==> config.mk <==
export PLATFORM = sky130hd
export DESIGN_NAME = cst_core
export DESIGN_NICKNAME = d
export VERILOG_FILES = /design/src/logic/cst_pkg.sv /design/src/logic/cst_core.sv
export SDC_FILE = /design/constraint.sdc
export NUM_CORES = 1
export LEC_CHECK = 0
export ABC_AREA = 1
export BUFFER_PORTS_ARGS = -buffer_cell sky130_fd_sc_hd__buf_4
export CAP_MARGIN = 20
export CORE_UTILIZATION = 25
export DETAILED_ROUTE_END_ITERATION = 10
export PLACE_DENSITY = 0.44
export RECOVER_POWER = 25
export SYNTH_ARGS = -nofsm -noshare
export SYNTH_HDL_FRONTEND = slang
export SYNTH_SLANG_ARGS = --single-unit
==> constraint.sdc <==
create_clock -name clock -period 1.51 [get_ports clock]
set_input_delay 0 -clock clock [delete_from_list [all_inputs] [get_ports clock]]
set_output_delay 0 -clock clock [all_outputs]
set_load 0.03 [all_outputs]
==> src/logic/cst_pkg.sv <==
// Purpose: constants for the cpu status, timing and memory-map block
// Assumes: 100 MHz oscillator clock, one state per clock
// Notes: addresses and field positions of the status word and stack
package cst_pkg;
  localparam logic [7:0] PSW_ADDR = 8'hD0;
  localparam logic [7:0] SP_ADDR = 8'h81;
  localparam logic [7:0] B_ADDR = 8'hF0;
  localparam logic [7:0] ACC_ADDR = 8'hE0;
  localparam logic [7:0] SP_RESET = 8'h07;
  localparam logic [7:0] PSW_RESET = 8'h00;
  localparam int CY_BIT = 7;
  localparam int AC_BIT = 6;
  localparam int F0_BIT = 5;
  localparam int RSH_BIT = 4;
  localparam int RSL_BIT = 3;
  localparam int OV_BIT = 2;
  localparam int F1_BIT = 1;
  localparam int PAR_BIT = 0;
  localparam logic [7:0] UPPER_BASE = 8'h80;
  localparam logic [7:0] BITAREA_LO = 8'h20;
  localparam logic [7:0] BITAREA_HI = 8'h2F;
  localparam logic [15:0] CAN_LO = 16'hF700;
  localparam logic [15:0] CAN_HI = 16'hF7FF;
  localparam logic [15:0] ONCHIP_EXTENDED_RAM_LO = 16'hF800;
  // machine-cycle states, one-hot
  typedef enum logic [5:0] {
    ST_S1 = 6'h01,
    ST_S2 = 6'h02,
    ST_S3 = 6'h04,
    ST_S4 = 6'h08,
    ST_S5 = 6'h10,
    ST_S6 = 6'h20
  } cst_state_t;
  // stack operation requests
  typedef enum logic [1:0] {
    STK_NONE = 2'h0,
    STK_PUSH = 2'h1,
    STK_POP = 2'h2
  } cst_stk_t;
endpackage

==> src/logic/cst_core.sv <==
// Purpose: status word, operand register, stack pointer, state timing and address decode
// Assumes: the alu, ram arrays and bus drivers sit outside; requests arrive on clock
// Notes: phase 1 is the high half of clock, phase 2 the low half; strobes are state-resolved
//   the fetch-select pin is synchronised, so externalFetch trails the pin by three edges
//   the on-chip disable is sticky; only reset sets it again
// Function
// - status word at special address D0; fields carry down to parity.
// - bank-select pair picks bank base 00, 08, 10 or 18.
// - parity flag is odd count of ones in the accumulator.
// - carry and overflow from arithmetic, nibble carry from decimal operations.
// - operand register is multiply/divide source and destination, else scratch.
// - stack pointer is 8 bits, incremented before each pushed byte.
// - stack pointer decremented after each popped byte.
// - stack pointer resets to 07; software reads and writes it.
// - machine cycle is six states, one clock each, two phases each.
// - arithmetic in phase one, register transfers in phase two.
// - address latch strobe twice per cycle, from S1 end and S4 end.
// - opcode latched in S1, second byte in S4, completion at S6 end.
// - one-byte instruction discards the S4 fetch, no program counter step.
// - external fetch select low forces every fetch to external memory.
// - lower RAM direct or indirect, upper RAM indirect, special registers direct.
// - banks at 00-1F, bit-addressable bytes at 20-2F.
// - stack may sit anywhere in internal RAM, up to 256 bytes.
// - external data space is 64 Kbyte with 16- or 8-bit addresses.
// - ext data moves at F700-FFFF steered by the on-chip disable.
// - while on-chip disable is set, every ext data move goes external.
// - F700-F7FF decode as CAN registers, F800-FFFF as extended RAM.
`timescale 1ns/1ps
module cst_core (
  input wire logic clock,
  input wire logic rst_n,
  input wire logic [7:0] accValue,
  input wire logic [7:0] sfrAddr,
  input wire logic [7:0] sfrWrData,
  input wire logic sfrWrite,
  input wire logic aluFlagWrite,
  input wire logic aluCarry,
  input wire logic aluOverflow,
  input wire logic bcdFlagWrite,
  input wire logic aluNibbleCarry,
  input wire logic mulDivWrite,
  input wire logic [7:0] mulDivResult,
  input wire cst_pkg::cst_stk_t stackOp,
  input wire logic twoByteInstr,
  input wire logic extFetchSelectPin,
  input wire logic [7:0] dataAddr,
  input wire logic indirectAccess,
  input wire logic [15:0] extDataAddr,
  input wire logic extDataAccess,
  input wire logic onchipXdataDisableClear,
  output logic [7:0] programStatusWord,
  output logic [7:0] stackPointer,
  output logic [7:0] operandReg,
  output logic [7:0] sfrRdData,
  output logic [7:0] stackWrAddr,
  output logic [4:0] bankBase,
  output logic addrLatchStrobe,
  output logic opcodeLatch,
  output logic operandLatch,
  output logic pcAdvance,
  output logic instrDone,
  output logic externalFetch,
  output logic [5:0] cycleState,
  output logic selLowerRam,
  output logic selUpperRam,
  output logic selSfr,
  output logic selBitArea,
  output logic selCanRegs,
  output logic selXram,
  output logic selExtBus,
  output logic onchipXdataDisable
);
  import cst_pkg::*;

  cst_state_t state_ff, nxt_state;
  logic [7:0] psw_ff, nxt_psw;
  logic [7:0] sp_ff, nxt_sp;
  logic [7:0] b_ff, nxt_b;
  logic [7:0] rd_ff, nxt_rd;
  logic [7:0] stkAddr_ff;
  logic [4:0] bank_ff;
  logic ale_ff, opl_ff, opnd_ff, pca_ff, done_ff, extf_ff;
  logic lo_ff, up_ff, sfr_ff, bit_ff, can_ff, xr_ff, ext_ff, xdis_ff;
  logic eaMeta_ff, eaSync_ff;

  // state sequence: six states of one oscillator period each
  always_comb begin
    case (state_ff)
      ST_S1: nxt_state = ST_S2;
      ST_S2: nxt_state = ST_S3;
      ST_S3: nxt_state = ST_S4;
      ST_S4: nxt_state = ST_S5;
      ST_S5: nxt_state = ST_S6;
      ST_S6: nxt_state = ST_S1;
      default: nxt_state = ST_S1;
    endcase
  end

  // phase 1 work happens on the state edge, phase 2 transfers on the same registers
  wire inS1 = (state_ff == ST_S1);
  wire inS4 = (state_ff == ST_S4);
  wire inS6 = (state_ff == ST_S6);
  wire boundary = inS6;
  // strobes are registered, so each shows in the state after the one that decodes it
  wire aleNext = inS1 | inS4;
  wire pcStepNext = inS1 | (inS4 & twoByteInstr);

  // parity follows the live accumulator
  wire parityNow = ^accValue;

  // special register writes
  wire wrPsw = sfrWrite & (sfrAddr == PSW_ADDR);
  wire wrSp = sfrWrite & (sfrAddr == SP_ADDR);
  wire wrB = sfrWrite & (sfrAddr == B_ADDR);

  // status word next value: software write, then alu flags, parity always live
  // a write to the parity bit is dropped: hardware rewrites it from the accumulator on every clock
  always_comb begin
    nxt_psw = psw_ff;
    if (wrPsw) begin
      nxt_psw = sfrWrData;
    end
    if (aluFlagWrite) begin
      nxt_psw[CY_BIT] = aluCarry;
      nxt_psw[OV_BIT] = aluOverflow;
    end
    if (bcdFlagWrite) begin
      nxt_psw[AC_BIT] = aluNibbleCarry;
    end
    nxt_psw[PAR_BIT] = parityNow;
  end

  // stack pointer: pre-increment push, post-decrement pop, wraps in 256 bytes
  // an explicit pointer write beats a push or pop in the same cycle
  wire [7:0] spInc = sp_ff + 8'h01;
  wire [7:0] spDec = sp_ff - 8'h01;
  always_comb begin
    if (wrSp) begin
      nxt_sp = sfrWrData;
    end else if (stackOp == STK_PUSH) begin
      nxt_sp = spInc;
    end else if (stackOp == STK_POP) begin
      nxt_sp = spDec;
    end else begin
      nxt_sp = sp_ff;
    end
  end
  wire [7:0] stkAddrNext = (stackOp == STK_PUSH) ? spInc : sp_ff;

  // operand register: multiply/divide result has priority over a plain write
  assign nxt_b = mulDivWrite ? mulDivResult : (wrB ? sfrWrData : b_ff);

  // register read-back
  assign nxt_rd = (sfrAddr == PSW_ADDR) ? {psw_ff[7:1], parityNow} :
                  (sfrAddr == SP_ADDR) ? sp_ff :
                  (sfrAddr == B_ADDR) ? b_ff : 8'h00;

  // internal data decode: upper half needs indirect, special registers need direct
  wire isUpper = (dataAddr >= UPPER_BASE);
  wire loSel = ~isUpper;
  wire upSel = isUpper & indirectAccess;
  wire sfrSel = isUpper & ~indirectAccess;
  wire bitSel = (dataAddr >= BITAREA_LO) & (dataAddr <= BITAREA_HI);
  // bank base moves with the status word, so the next instruction sees the new bank
  wire [4:0] bankNext = {nxt_psw[RSH_BIT], nxt_psw[RSL_BIT], 3'h0};

  // external data decode over the 64 Kbyte space
  wire inCan = (extDataAddr >= CAN_LO) & (extDataAddr <= CAN_HI);
  wire inXram = (extDataAddr >= ONCHIP_EXTENDED_RAM_LO);
  // the CAN window and extended RAM answer only once the disable is cleared
  wire onchipOk = ~xdis_ff & extDataAccess;
  wire canSel = onchipOk & inCan;
  wire xrSel = onchipOk & inXram;
  wire extSel = extDataAccess & ~(canSel | xrSel);

  // disable bit: set only by reset, cleared once by software
  // no logic path sets it again, so a stray write cannot cut off the on-chip space
  wire xdisNext = xdis_ff & ~onchipXdataDisableClear;

  // pin synchroniser for the fetch select
  // the first stage may go metastable; only the second stage is read
  always_ff @(posedge clock) begin
    eaMeta_ff <= extFetchSelectPin;
    eaSync_ff <= eaMeta_ff;
  end

  // machine-cycle state register
  always_ff @(posedge clock) begin
    if (!rst_n) begin
      state_ff <= ST_S1;
    end else begin
      state_ff <= nxt_state;
    end
  end

  // status word and stack pointer
  always_ff @(posedge clock) begin
    if (!rst_n) begin
      psw_ff <= PSW_RESET;
      sp_ff <= SP_RESET;
    end else begin
      psw_ff <= nxt_psw;
      sp_ff <= nxt_sp;
    end
  end

  // operand register, read-back and on-chip disable
  always_ff @(posedge clock) begin
    if (!rst_n) begin
      b_ff <= 8'h00;
      rd_ff <= 8'h00;
      xdis_ff <= 1'b1;
    end else begin
      b_ff <= nxt_b;
      rd_ff <= nxt_rd;
      xdis_ff <= xdisNext;
    end
  end

  // cycle strobes: address latch, opcode latch, completion
  always_ff @(posedge clock) begin
    if (!rst_n) begin
      ale_ff <= 1'b0;
      opl_ff <= 1'b0;
      done_ff <= 1'b0;
    end else begin
      ale_ff <= aleNext;
      opl_ff <= inS1;
      done_ff <= boundary;
    end
  end

  // fetch strobes: second byte, counter step, fetch source
  always_ff @(posedge clock) begin
    if (!rst_n) begin
      opnd_ff <= 1'b0;
      pca_ff <= 1'b0;
      extf_ff <= 1'b0;
    end else begin
      opnd_ff <= inS4 & twoByteInstr;
      pca_ff <= pcStepNext;
      extf_ff <= ~eaSync_ff;
    end
  end

  // internal data decode outputs
  always_ff @(posedge clock) begin
    if (!rst_n) begin
      stkAddr_ff <= SP_RESET;
      bank_ff <= 5'h00;
      lo_ff <= 1'b0;
      up_ff <= 1'b0;
      sfr_ff <= 1'b0;
      bit_ff <= 1'b0;
    end else begin
      stkAddr_ff <= stkAddrNext;
      bank_ff <= bankNext;
      lo_ff <= loSel;
      up_ff <= upSel;
      sfr_ff <= sfrSel;
      bit_ff <= bitSel;
    end
  end

  // external data decode outputs
  always_ff @(posedge clock) begin
    if (!rst_n) begin
      can_ff <= 1'b0;
      xr_ff <= 1'b0;
      ext_ff <= 1'b0;
    end else begin
      can_ff <= canSel;
      xr_ff <= xrSel;
      ext_ff <= extSel;
    end
  end

  // register state straight to the ports
  assign programStatusWord = psw_ff;
  assign stackPointer = sp_ff;
  assign operandReg = b_ff;
  assign sfrRdData = rd_ff;
  assign stackWrAddr = stkAddr_ff;
  assign bankBase = bank_ff;

  // timing strobes to the ports
  assign addrLatchStrobe = ale_ff;
  assign opcodeLatch = opl_ff;
  assign operandLatch = opnd_ff;
  assign pcAdvance = pca_ff;
  assign instrDone = done_ff;
  assign externalFetch = extf_ff;
  assign cycleState = state_ff;

  // decode selects to the ports
  assign selLowerRam = lo_ff;
  assign selUpperRam = up_ff;
  assign selSfr = sfr_ff;
  assign selBitArea = bit_ff;
  assign selCanRegs = can_ff;
  assign selXram = xr_ff;
  assign selExtBus = ext_ff;
  assign onchipXdataDisable = xdis_ff;
endmodule

# Word-level counts from Yosys, hierarchy flattened
# Cells that the tools add are included.
totals:
  regBits: 67
  in_bits: 72
  out_inout_bits: 65
  word_cells: 87
op_classes:
  addsub: 2
  n_lt_le_gt_ge: 6
  eq_ne: 11
  n_mux: 14
  bitwise: 22
  reduce_logical: 5
ops:
  columns: ["op", "n"]
  rows:
  - ["$mux W8", 10]
  - ["$ge A16 B16 Y1 const B", 2]
  - ["$pmux W6 S5", 1]
  - ["$eq A8 B8 Y1 const B", 3]
  - ["$le A16 B16 Y1 const B", 1]
  - ["$and A1 B1 Y1", 13]
  - ["$add A8 B1 Y8 const B", 1]
  - ["$ge A8 B6 Y1 const B", 1]
  - ["$ge A8 B8 Y1 const B", 1]
  - ["$le A8 B6 Y1 const B", 1]
  - ["$reduce_xor A8 Y1", 1]
  - ["$sub A8 B1 Y8 const B", 1]
  - ["$eq A6 B1 Y1 const B", 1]
  - ["$eq A6 B2 Y1 const B", 1]
  - ["$eq A6 B3 Y1 const B", 1]
  - ["$eq A6 B4 Y1 const B", 1]
  - ["$eq A6 B5 Y1 const B", 1]
  - ["$eq A6 B6 Y1 const B", 1]
  - ["$not A1 Y1", 6]
  - ["$reduce_bool A2 Y1", 3]
  - ["$mux W1", 3]
  - ["$or A1 B1 Y1", 3]
  - ["$reduce_bool A3 Y1", 1]
  - ["$eq A2 B1 Y1 const B", 1]
  - ["$eq A2 B2 Y1 const B", 1]

# Logic depth before layout (Yosys ltp)
# Gate-level depths: netlist of the first run.
logic_depth:
  ltp_word: 6
  mapped_depth: 9
  depth_no_buf: 9

# Worst setup path before layout of the first run
# No wires, ideal clock.
synth_path:
  path_kind: "flip-flop to flip-flop"
  startpoint: "register sp_ff[0], in the netlist stackPointer[0]"
  endpoint: "register sp_ff[1], in the netlist stackPointer[1]"
  setup_time_ns: 0.079
  t_arrival_ns: 1.556
  t_required_ns: 1.431
  slack_ns: -0.125
  stages_incl_launch_ff: 7
  path_buffers: 0
  synth_period_minus_slack_ns: 1.635
  cell_sequence: "dfxtp_1 > inv_1 > ha_1 > or2_2 > nand3_1 > o211ai_1 > o211ai_1"
synth_between:
  elab_chain_cells: 4
  word_cells_on_any_way: 5
  classes_between: "2 x add/sub; 3 x mux"
synth_rtl:
  columns: ["element", "line_no", "text"]
  rows:
  - ["from (decl)", "cst_core.sv:77", "logic [7:0] sp_ff, nxt_sp;"]
  - ["from (signal assigned)", "cst_core.sv:203", "sp_ff <= nxt_sp;"]
  - ["$sub A8 B1 Y8", "cst_core.sv:136", "wire [7:0] spDec = sp_ff - 8'h01;"]
  - ["$mux W8", "cst_core.sv:142", "end else if (stackOp == STK_POP) begin"]
  - ["$mux W8 (*)", "cst_core.sv:140", "end else if (stackOp == STK_PUSH) begin"]
  - ["$mux W8 (*)", "cst_core.sv:138", "if (wrSp) begin"]
# Every way passes the cells marked *; elsewhere a longest branch is shown, timed or not. The select of a mux whose other input is x is not followed.
# A chain may end at the register's enable or synchronous reset.

# Worst setup path in the final report of the first run
layout_path:
  startpoint: "register sp_ff[1], in the netlist stackPointer[1]"
  endpoint: "register sp_ff[1], in the netlist stackPointer[1]"
# Same word-level chain as after synthesis.

==> results of run 1 <==
==> synthesized netlist by cell type, types with 3 or more instances <==
cell,count,share of area (%)
nand2_1,77,9.8
dfxtp_1,62,42
nor2_1,53,6.8
inv_1,47,6.0
nand3_1,31,5.3
o21ai_0,27,4.6
a21oi_1,26,4.4
o211ai_1,13,3.3
buf_4,7,1.8
clkbuf_1,7,0.90
nand4_1,7,1.5
buf_2,5,0.85
xnor2_1,5,1.5
xor2_1,5,1.5
mux2i_1,4,1.4
nor4_1,4,0.85
o21ai_1,3,0.51
or2_2,3,0.64
==> sequential cells by signal, summed over array words and instances, names as in the netlist, 6 cells and up <==
name and count:
stackPointer 8, cycleState 6, stackWrAddr 8, programStatusWord 8, sfrRdData 8, operandReg 8
==> how the worst max path moves through the flow <==
stage	from	end	slack [ns]	cells after the start
2_1_floorplan	stackPointer[0]$_SDFFE_PN1P_	stackPointer[1]$_SDFFE_PN1P_	0.04	6
3_3_place_gp	stackPointer[0]$_SDFFE_PN1P_	stackPointer[7]$_SDFFE_PN0P_	0.12	8
3_5_place_dp	stackPointer[0]$_SDFFE_PN1P_	stackPointer[7]$_SDFFE_PN0P_	0.09	8
4_1_cts	stackPointer[0]$_SDFFE_PN1P_	stackPointer[6]$_SDFFE_PN0P_	0.08	9
5_1_grt	stackPointer[1]$_SDFFE_PN1P_	stackPointer[6]$_SDFFE_PN0P_	-0.01	9
6_report	stackPointer[1]$_SDFFE_PN1P_	stackPointer[1]$_SDFFE_PN1P_	0.13	6
==> routing by layer <==
layer  vias to the layer above  GRT usage (%)  part of all wire, %
met1                      1488          20.30                   43
met2                        87          27.46                   50
li1                       1653              -                    -
met5                         -              0                    0
met4                         0          5.451                  1.4
met3                        10          5.056                  6.1
==> critical path, stage by stage, from the launching register on <==
cell,delay [ns]
dfxtp_2,0.34
inv_1,0.12
ha_2,0.29
or2_2,0.29
nand3_1,0.08
o211ai_1,0.08
o211ai_1,0.09
==> through the flow <==
stage	util [%]	cells	area (sq um)
finish	40.62	720	4638
global route	40.62	720	4638
CTS	41.31	720	4717
detailed placement	35.40	670	4043
global placement	35.40	670	4043
floorplan	-	410	2945
==> power breakdown <==
part           internal [mW]  switching (mW)  leakage, nW
clock                   1.53           0.766        0.162
sequential              1.73          0.0696        0.508
combinational          0.403           0.540         1.49
==> area by class of cell <==
type	instances	area, sq um	share of cell area [%]
multi-input combinational	277	1400	30.19
timing repair buffer	173	1294	27.89
sequential	62	1247	26.90
clock buffer	11	252.7	5.449
inverter	49	183.9	3.965
tap	143	178.9	3.858
clock inverter	5	81.33	1.753
==> cell families after synthesis <==
group / share of synthesized area [%]
simple gates: 27.41
compound gates: 14.07
buf+inv: 10.53
flops: 42.28
xor+xnor: 2.984
mux: 1.748
fa+ha+maj: 0.8524
other cells: 0.1278
==> what timing repair did <==
action | 4_1_cts | 5_1_grt
hold buffers | 34 | 0
setup endpoints to repair | 0 | 4
hold endpoints to repair | 26 | 0
resized for setup | 0 | 5
==> qor.csv, run 1 <==
stage,metric,value,unit
outcome,outcome,"complete, no violations",
synth,synthesis.area,2935,sq um
cts,htreeDepth,3,
route,drc,0,
floorplanning,die_h,110.4,um
route,routedWlPerCell,13.21,um
layout,n_antenna_cell,0,
timing,finalSetupViolCount,0,
synth,synth_edf_count,0,
critical_path,rr_endpoint,stackPointer[1]$_SDFFE_PN1P_,
layout,drive_gt1_share,25.65,%
timing,tns,0,ns
synth,synth-main-ff-cell,dfxtp_1,
synth,ys_types,35,
synth,synth-async-reset-ratio,0,%
cts,cts_buffers,9,
critical_path,r2r_slack,0.13,ns
timing,finalCritPeriodShare,91.42,%
cts,clkSlewWorstSetupHoldPaths,0.06,ns
cts,cts_buffer_depth,2,
floorplanning,initial_core_util,25.71,%
timing,skew,0.002626,ns
place,place_ws,0.08946,ns
critical_path,cp-end-kind,flop,
route,ant_nets,0,
pwr,power.leakage,2.163,nW
global_route,grt.overflow.total,0,
synth,ys_warn_count,0,
critical_path,startpoint_type,flop,
critical_path,r2r_start,stackPointer[1]$_SDFFE_PN1P_,
place,gp_congestion,0.8555,
route,firstDrtPassIters,4,
cts,cts_tree,built,
hold_path,min_from,sfrWrData[4],
pwr,power.total,5.041,mW
hold_path,holdPathStages,3,
place,place_hpwl,7.189,mm
timing,drv_slew,0,
route,routed_wl,9.510,mm
synth,yosysSeqAreaShare,42.28,%
synth,synthCells,408,
synth,syn_area_per_cell,7.194,sq um
timing,hold_slack,0.01300,ns
critical_path,worstSetupPathType,reg2reg,
floorplanning,rows,39,
route,via_per_inst,4.497,
run,maxCapViolations,0,
timing,hold_viol,0,
timing,fin_ws,0.1295,ns
route,num_vias,3238,
floorplanning,pin_count,137,
critical_path,critical_path_arrival,1.63,ns
critical_path,cp_max_fo,6,
critical_path,reg2reg_depth,6,
layout,final_cell_mix,"112 x buf_4, 77 x nand2_1, 59 x dfxtp_1",
global_route,grt_max_degree,25,
route,drt_iter0_drc,144,
global_route,grt_pass1_wl,15.06,mm
floorplanning,die_x,110.4,um
floorplanning,dieArea,12180,sq um
timing,period_minus_slack,1.381,ns
global_route,first_global_vias,3130,
cts,root_buffer,clkbuf_16,
global_route,antenna_found_initial,0,
timing,timing.fmax,724.4,MHz
pwr,ir_worst_vdd,543.7,uV
layout,fin_nets,646,
pwr,p_per_area,1087,nW/um^2
layout,fill_cells,1220,
hold_path,hold_path_class,in2reg,
layout,layout_commonest_cell,buf_4,
cts,clk-insertion-delay-late,0.33,ns
cts,clock-sinks,62,
hold_path,min_to,programStatusWord[4]$_SDFFE_PN0P_,
floorplanning,fp.coreArea,11420,sq um
global_route,grt_use_total,16.55,%
place,numPortBuffers,121,
cts,post-cts-setup-buffers,0,
synth,ys_ff_latch,62,
critical_path,worstPathRequired,1.76,ns
layout,area_growth,58.01,%
Note: power is estimated with default switching activity, not from simulation.
==> inputs of run 2 (changes only) <==
--- a/config.mk
+++ b/config.mk
@@ -5,12 +5,11 @@
 export SDC_FILE = /design/constraint.sdc
 export NUM_CORES = 1
 export LEC_CHECK = 0
-export ABC_AREA = 1
 export BUFFER_PORTS_ARGS = -buffer_cell sky130_fd_sc_hd__buf_4
 export CAP_MARGIN = 20
 export CORE_UTILIZATION = 25
 export DETAILED_ROUTE_END_ITERATION = 10
-export PLACE_DENSITY = 0.44
+export PLACE_DENSITY = 0.45
 export RECOVER_POWER = 25
 export SYNTH_ARGS = -nofsm -noshare
 export SYNTH_HDL_FRONTEND = slang
==> run 2 against run 1 <==
  * The run now ends with negative setup slack left
  * First-iteration DRC count decreased by 60%
  * Die area decreased by 4.2%
  * Worst setup slack got worse by 0.18 ns
  * Area after synthesis decreased by 4.3%
  * Synthesized cell count decreased by 26%
  * Clock skew increased by 0.0091 ns
==> qor.csv, run 2 <==
stage,metric,value,unit,change
outcome,outcome,finished with violations,,
outcome,violations,negative setup slack,,
floorplanning,pin_count,137,,unchanged
hold_path,hold_path_class,in2reg,,
pwr,ir_worst_vdd,485.7,uV,-11%
floorplanning,die_x,108,um,-2.1%
global_route,grt_max_degree,24,,-4.0%
timing,finalCritPeriodShare,103.6,%,+12 points
cts,clk-insertion-delay-late,0.34,ns,about the same
timing,rsz0062_at_grt,yes,,
timing,fin_ws,-0.05381,ns,-0.1833 ns
synth,synthTopCellsByCount,"62 x dfxtp_1, 26 x a21oi_1, 24 x nor2_1",,
layout,fin_nets,552,,-15%
global_route,first_global_vias,2780,,-11%
run,maxCapViolations,0,,unchanged
critical_path,cpMaxStageDelayCell,or4b_4,,
timing,period_minus_slack,1.564,ns,+0.1833 ns
critical_path,cp_max_fo,6,,unchanged
cts,root_buffer,clkbuf_8,,
route,drt_iter0_drc,58,,-60%
layout,fin_area,4532,sq um,-2.3%
cts,cts_tree,built,,
layout,n_antenna_cell,0,,unchanged
timing,timing.fmax,639.5,MHz,-12%
cts,clock-sinks,62,,unchanged
synth,synthCells,302,,-26%
route,via_per_inst,4.584,,+1.9%
synth,synth-async-reset-ratio,0,%,unchanged
critical_path,worstPathRequired,1.79,ns,+0.03 ns
cts,clkSlewWorstSetupHoldPaths,0.08,ns,+0.02 ns
global_route,grt_pass1_wl,13.97,mm,-7.3%
cts,cts_buffers,9,,unchanged
synth,synth_top_area_cell,dfxtp_1,,
layout,drive_gt1_share,33.33,%,+7.7 points
synth,yosysSeqAreaShare,44.19,%,+1.9 points
critical_path,cp-end-kind,flop,,
place,post_dp_cell_area,3999,sq um,-1.1%
floorplanning,die_h,108,um,-2.1%
pwr,p_per_area,1002,nW/um^2,-7.8%
route,drc,0,,unchanged
floorplanning,rows,38,,-2.6%
synth,synthesis.area,2809,sq um,-4.3%
timing,skew,0.01172,ns,+0.009092 ns
layout,area_growth,61.34,%,
place,place_hpwl,6.745,mm,-6.2%
critical_path,critPathMaxStageDelay,0.54,ns,+0.20 ns
critical_path,startpoint_type,flop,,
route,routedWlPerCell,14.32,um,+8.4%
synth,ys_ff_latch,62,,unchanged
cts,htreeDepth,3,,unchanged
timing,hold_viol,0,,unchanged
pwr,power.leakage,1.969,nW,-8.9%
route,num_vias,2856,,-12%
critical_path,crit_chain,or4b_4 > nand3b_4 > a2111o_1 > nand3_1,,
synth,ys_top_cells_by_area,"dfxtp_1 44%, mux2i_1 5.7%, xnor2_1 5.0%",,
timing,drv_slew,0,,unchanged
synth,synth_top_area_share,44.19,%,+1.9 points
synth,synth-main-ff-cell,dfxtp_1,,
critical_path,critical_path_arrival,1.85,ns,+0.22 ns
timing,tns,-0.1560,ns,-0.1560 ns
global_route,antenna_found_initial,0,,unchanged
synth,syn_area_per_cell,9.301,sq um,+29%
route,routed_wl,8.920,mm,-6.2%
global_route,grt.overflow.total,0,,unchanged
floorplanning,fp.coreArea,10890,sq um,-4.6%
place,gp_congestion,0.8071,,-5.7%
cts,cts_buffer_depth,2,,unchanged
synth,ys_warn_count,0,,unchanged
floorplanning,dieArea,11660,sq um,-4.2%
global_route,grt_use_total,15.76,%,-0.79 points
synth,synth_edf_count,0,,unchanged
floorplanning,initial_core_util,25.80,%,+0.092 points
synth,yosysMostFrequentCell,dfxtp_1,,
route,ant_nets,0,,unchanged
layout,final_cell_mix,"122 x buf_4, 54 x dfxtp_1, 35 x dlygate4sd3_1",,
synth,ys_types,51,,+46%
critical_path,worstSetupPathType,reg2reg,,
layout,layout_commonest_cell,buf_4,,
place,numPortBuffers,121,,unchanged
timing,finalSetupViolCount,4,,+4
route,firstDrtPassIters,4,,unchanged
[run 2: changes by cell type after synthesis, sizes merged, moves of 11 or more]
cell | before | now
inv | 48 | 10
mux2i | 4 | 16
nand2 | 79 | 13
nand3 | 32 | 13
nor2 | 53 | 24
o21ai | 30 | 19
xnor2 | 5 | 16
[run 2: timing repair]
item                       CTS  global route
setup endpoints to repair    3             7
setup buffers                3             0
hold endpoints to repair    33             0
resized for setup            0             9
pin swaps                    2             1
hold buffers                35             0
[run 2: power by group]
part | switching (mW) | internal (mW) | leakage, nW
sequential | 0.101 | 1.75 | 0.511
combinational | 0.565 | 0.506 | 1.35
clock | 0.704 | 0.919 | 0.111
total | 1.37 | 3.17 | 1.97
[run 2: through the flow]
stage | total power [mW] | std cells | utilization, % | hold WS (ns) | setup WS, ns
global route | 4.770 | 623 | 41.62 | 0.01201 | -0.1030
finish | 4.542 | 623 | 41.62 | 0.006436 | -0.05381
global placement | 2.903 | 569 | 36.73 | 0.1074 | -0.01854
CTS | 4.633 | 623 | 42.23 | 0.0003708 | -0.06510
detailed placement | 2.906 | 569 | 36.73 | 0.1057 | -0.05612
floorplan | 2.460 | 304 | - | 0.02772 | -0.03834
[run 2: critical path: cells and delay by family, from the launching register on]
| kind | cells | cell delay, ns |
|---|---|---|
| AO/OA/AOI/OAI | 1 | 0.36 |
| flip-flops | 1 | 0.37 |
| AND/OR/NAND/NOR | 3 | 0.77 |
[run 2: per-layer routing]
layer	wire, um	part of all wire, %	track usage [%]
met1	3919	44	19.08
met2	4252	48	26.52
met3	647	7.3	5.003
met4	99	1.1	4.697
met5	0	0	0
[run 2: area by class of cell]
cell class              count  area (sq um)
clock buffers              11         162.7
clock inverters             5         63.81
fillers                  1128          6356
inverters                  10         37.54
multi-input cells         212          1465
flip-flops and latches     62          1256
well taps                 140         175.2
repair buffers            183          1371
[run 2: final timing paths]
check	start	cells after the start	endpoint	slack, ns
setup / recovery	stackPointer[0]$_SDFFE_PN1P_	4	stackPointer[7]$_SDFFE_PN0P_	-0.05
hold / removal	rst_n	2	selXram$_SDFF_PN0_	0.006
setup reg to reg	stackPointer[0]$_SDFFE_PN1P_	4	stackPointer[7]$_SDFFE_PN0P_	-0.05
hold reg to reg	eaMeta_ff$_DFF_P_	0	eaSync_ff$_DFF_P_	0.33
[run 2: logic make-up after synthesis]
group / synth area share (%)
simple gates: 23.21
compound gates: 15.10
flops: 44.19
buf+inv: 5.167
xor+xnor: 5.612
mux: 5.701
fa+ha+maj: 0.8907
other cells: 0.1335
==> inputs of run 3 (changes only) <==
--- a/config.mk
+++ b/config.mk
@@ -8,6 +8,7 @@
 export BUFFER_PORTS_ARGS = -buffer_cell sky130_fd_sc_hd__buf_4
 export CAP_MARGIN = 20
 export CORE_UTILIZATION = 25
+export CTS_BUF_LIST = sky130_fd_sc_hd__clkbuf_2
 export DETAILED_ROUTE_END_ITERATION = 10
 export PLACE_DENSITY = 0.45
 export RECOVER_POWER = 25
==> run 3 against run 2 <==
  * The flow still finishes with violations (negative setup slack)
  * Clock skew grew 0.028 ns
  * Cell count increased by 5.5%
  * Hold slack better by 0.024 ns
  * Clock-buffer cell count decreased by 2
==> qor.csv, run 3 (synthesis gave the netlist of run 2 again) <==
stage,metric,value,unit,change
layout,fin_nets,586,,+6.2%
timing,fin_ws,-0.07244,ns,-0.01862 ns
cts,clkSlewWorstSetupHoldPaths,0.19,ns,+0.11 ns
global_route,grt_use_total,16.62,%,+0.86 points
cts,cts_tree,built,,
timing,finalSetupViolCount,4,,unchanged
place,place_ws,-0.05612,ns,unchanged
critical_path,cpMaxStageDelayCell,dfxtp_4,,
timing,finalCritPeriodShare,104.8,%,+1.2 points
layout,layout_commonest_cell,buf_4,,
floorplanning,pin_count,137,,unchanged
critical_path,r2r_start,stackPointer[0]$_SDFFE_PN1P_,,
route,ant_nets,0,,unchanged
pwr,power.leakage,2.165,nW,+9.9%
pwr,p_clk_share,28.7,%,-7.0 points
outcome,violations,negative setup slack,,
critical_path,critPathMaxStageDelay,0.42,ns,-0.12 ns
pwr,pwr-share-seq,42.9,%,+2.2 points
cts,clk-insertion-delay-late,0.52,ns,+0.18 ns
pwr,swShare,32.13,%,+2.0 points
critical_path,crit_chain,buf_6 > ha_4 > nand3b_1 > o221a_1 > or3_4 > a21oi_2,,
layout,drive_gt1_share,34.04,%,+0.71 points
route,drt_iter0_drc,55,,-5.2%
global_route,grt_pass1_wl,14.73,mm,+5.5%
route,drc,0,,unchanged
critical_path,startpoint_type,flop,,
timing,tns,-0.1665,ns,-0.01053 ns
timing,timing.fmax,631.9,MHz,-1.2%
run,maxCapViolations,0,,unchanged
global_route,grt.overflow.total,0,,unchanged
layout,fill_cells,1115,,-1.2%
route,routedWlPerCell,14.51,um,+1.3%
cts,clock-sinks,62,,unchanged
outcome,outcome,finished with violations,,
place,numPortBuffers,121,,unchanged
cts,cts_buffers,9,,unchanged
layout,final_cell_mix,"134 x buf_4, 64 x dlygate4sd3_1, 53 x dfxtp_1",,
layout,utilization,44.60,%,+3.0 points
critical_path,rr_endpoint,stackPointer[4]$_SDFFE_PN0P_,,
pwr,p_comb_share,28.3,%,+4.7 points
critical_path,cp_max_fo,6,,unchanged
route,routed_wl,9.532,mm,+6.9%
cts,htreeDepth,3,,unchanged
place,gp_congestion,0.8071,,unchanged
timing,rsz0062_at_grt,yes,,
floorplanning,dieArea,11660,sq um,unchanged
pwr,power.total,4.312,mW,-5.1%
pwr,p_per_area,888.0,nW/um^2,-11%
pwr,p_sw,1.385,mW,+1.1%
critical_path,cp-endpoint,stackPointer[4]$_SDFFE_PN0P_,,
critical_path,worstPathRequired,1.95,ns,+0.16 ns
floorplanning,fp.coreArea,10890,sq um,unchanged
floorplanning,initial_core_util,25.80,%,unchanged
pwr,ir_worst_vdd,413.8,uV,-15%
timing,hold_viol,0,,unchanged
floorplanning,rows,38,,unchanged
floorplanning,die_h,108,um,unchanged
critical_path,setup.worst_path.start,stackPointer[0]$_SDFFE_PN1P_,,
cts,cts_buffer_depth,2,,unchanged
critical_path,critical_path_arrival,2.02,ns,+0.17 ns
route,num_vias,2993,,+4.8%
critical_path,r2r_slack,-0.07,ns,-0.02 ns
cts,root_buffer,clkbuf_2,,
place,place_hpwl,6.745,mm,unchanged
layout,n_antenna_cell,0,,unchanged
global_route,first_global_vias,2971,,+6.9%
global_route,grt_max_degree,24,,unchanged
hold_path,hold_path_class,in2reg,,
global_route,antenna_found_initial,0,,unchanged
timing,drv_slew,0,,unchanged
route,via_per_inst,4.556,,-0.63%
layout,area_growth,72.87,%,
pwr,intPower,2.927,mW,-7.7%
floorplanning,die_x,108,um,unchanged
timing,period_minus_slack,1.582,ns,+0.01862 ns
critical_path,reg2reg_depth,6,,+2
critical_path,worstSetupPathType,reg2reg,,
critical_path,cp-end-kind,flop,,
route,firstDrtPassIters,4,,unchanged
timing,skew,0.03998,ns,+0.02826 ns
## run 3: final cells by class
cell class / count / area [sq um] / area share, %
timing repair buffer: 217 / 1762 / 36.28
multi-input combinational: 212 / 1481 / 30.51
sequential: 62 / 1257 / 25.90
tap: 140 / 175.2 / 3.607
clock inverter: 7 / 97.59 / 2.010
clock buffer: 9 / 45.04 / 0.9276
inverter: 10 / 37.54 / 0.7730
## run 3: metal layers
| metal | vias to the layer above | GRT usage, % | routed length [um] | part of all wire, % |
|---|---|---|---|---|
| li1 | 1500 | - | - | - |
| met1 | 1385 | 19.48 | 4028 | 42 |
| met2 | 94 | 28.71 | 4649 | 49 |
| met3 | 14 | 5.124 | 700 | 7.3 |
| met4 | 0 | 5.382 | 154 | 1.6 |
| met5 | - | 0 | 0 | 0 |
## run 3: metrics by stage
stage	cells	hold slack [ns]	instance area (sq um)
floorplan	304	0.02772	2846
global placement	569	0.1074	3999
detailed placement	569	0.1057	3999
CTS	655	0.0001213	4842
global route	657	0.05439	4856
finish	657	0.03048	4856
## run 3: power by group through the flow
stage / Clock [mW] / Sequential (mW) / Combinational (mW)
after global placement: 0 / 1.88 / 1.02
after floorplan: 0 / 2.07 / 0.395
after CTS: 1.28 / 1.85 / 1.21
after detailed placement: 0 / 1.89 / 1.02
after global routing: 1.34 / 1.87 / 1.31
final: 1.24 / 1.85 / 1.22
## run 3: what timing repair did
action,4_1_cts,5_1_grt
endpoints found under the hold margin,50,1
cloned,0,0
resized for setup,0,17
setup buffers,5,2
hold buffers,65,1
endpoints found under the setup margin,3,14
pin swaps,2,4
## run 3: critical path: cells and delay by family, from the launching register on
kind	cells	cell delay (ns)
adders and majority gates	1	0.13
buffers and inverters	1	0.10
and+or+nand+nor	2	0.50
DFF	1	0.42
AOI/OAI and AO/OA	2	0.38
## run 3: how the worst min path moves through the flow
stage                     depth (start not counted)  slack [ns]               from                               to
final                                             5        0.03         sfrAddr[5]     stackPointer[1]$_SDFFE_PN1P_
after global routing                              5        0.05        accValue[3]  programStatusWord[0]$_SDFF_PN0_
after CTS                                         5      0.0001        accValue[3]  programStatusWord[0]$_SDFF_PN0_
after detailed placement                          1        0.11  extFetchSelectPin                eaMeta_ff$_DFF_P_
after global placement                            1        0.11  extFetchSelectPin                eaMeta_ff$_DFF_P_
after floorplan                                   0        0.03  extFetchSelectPin                eaMeta_ff$_DFF_P_
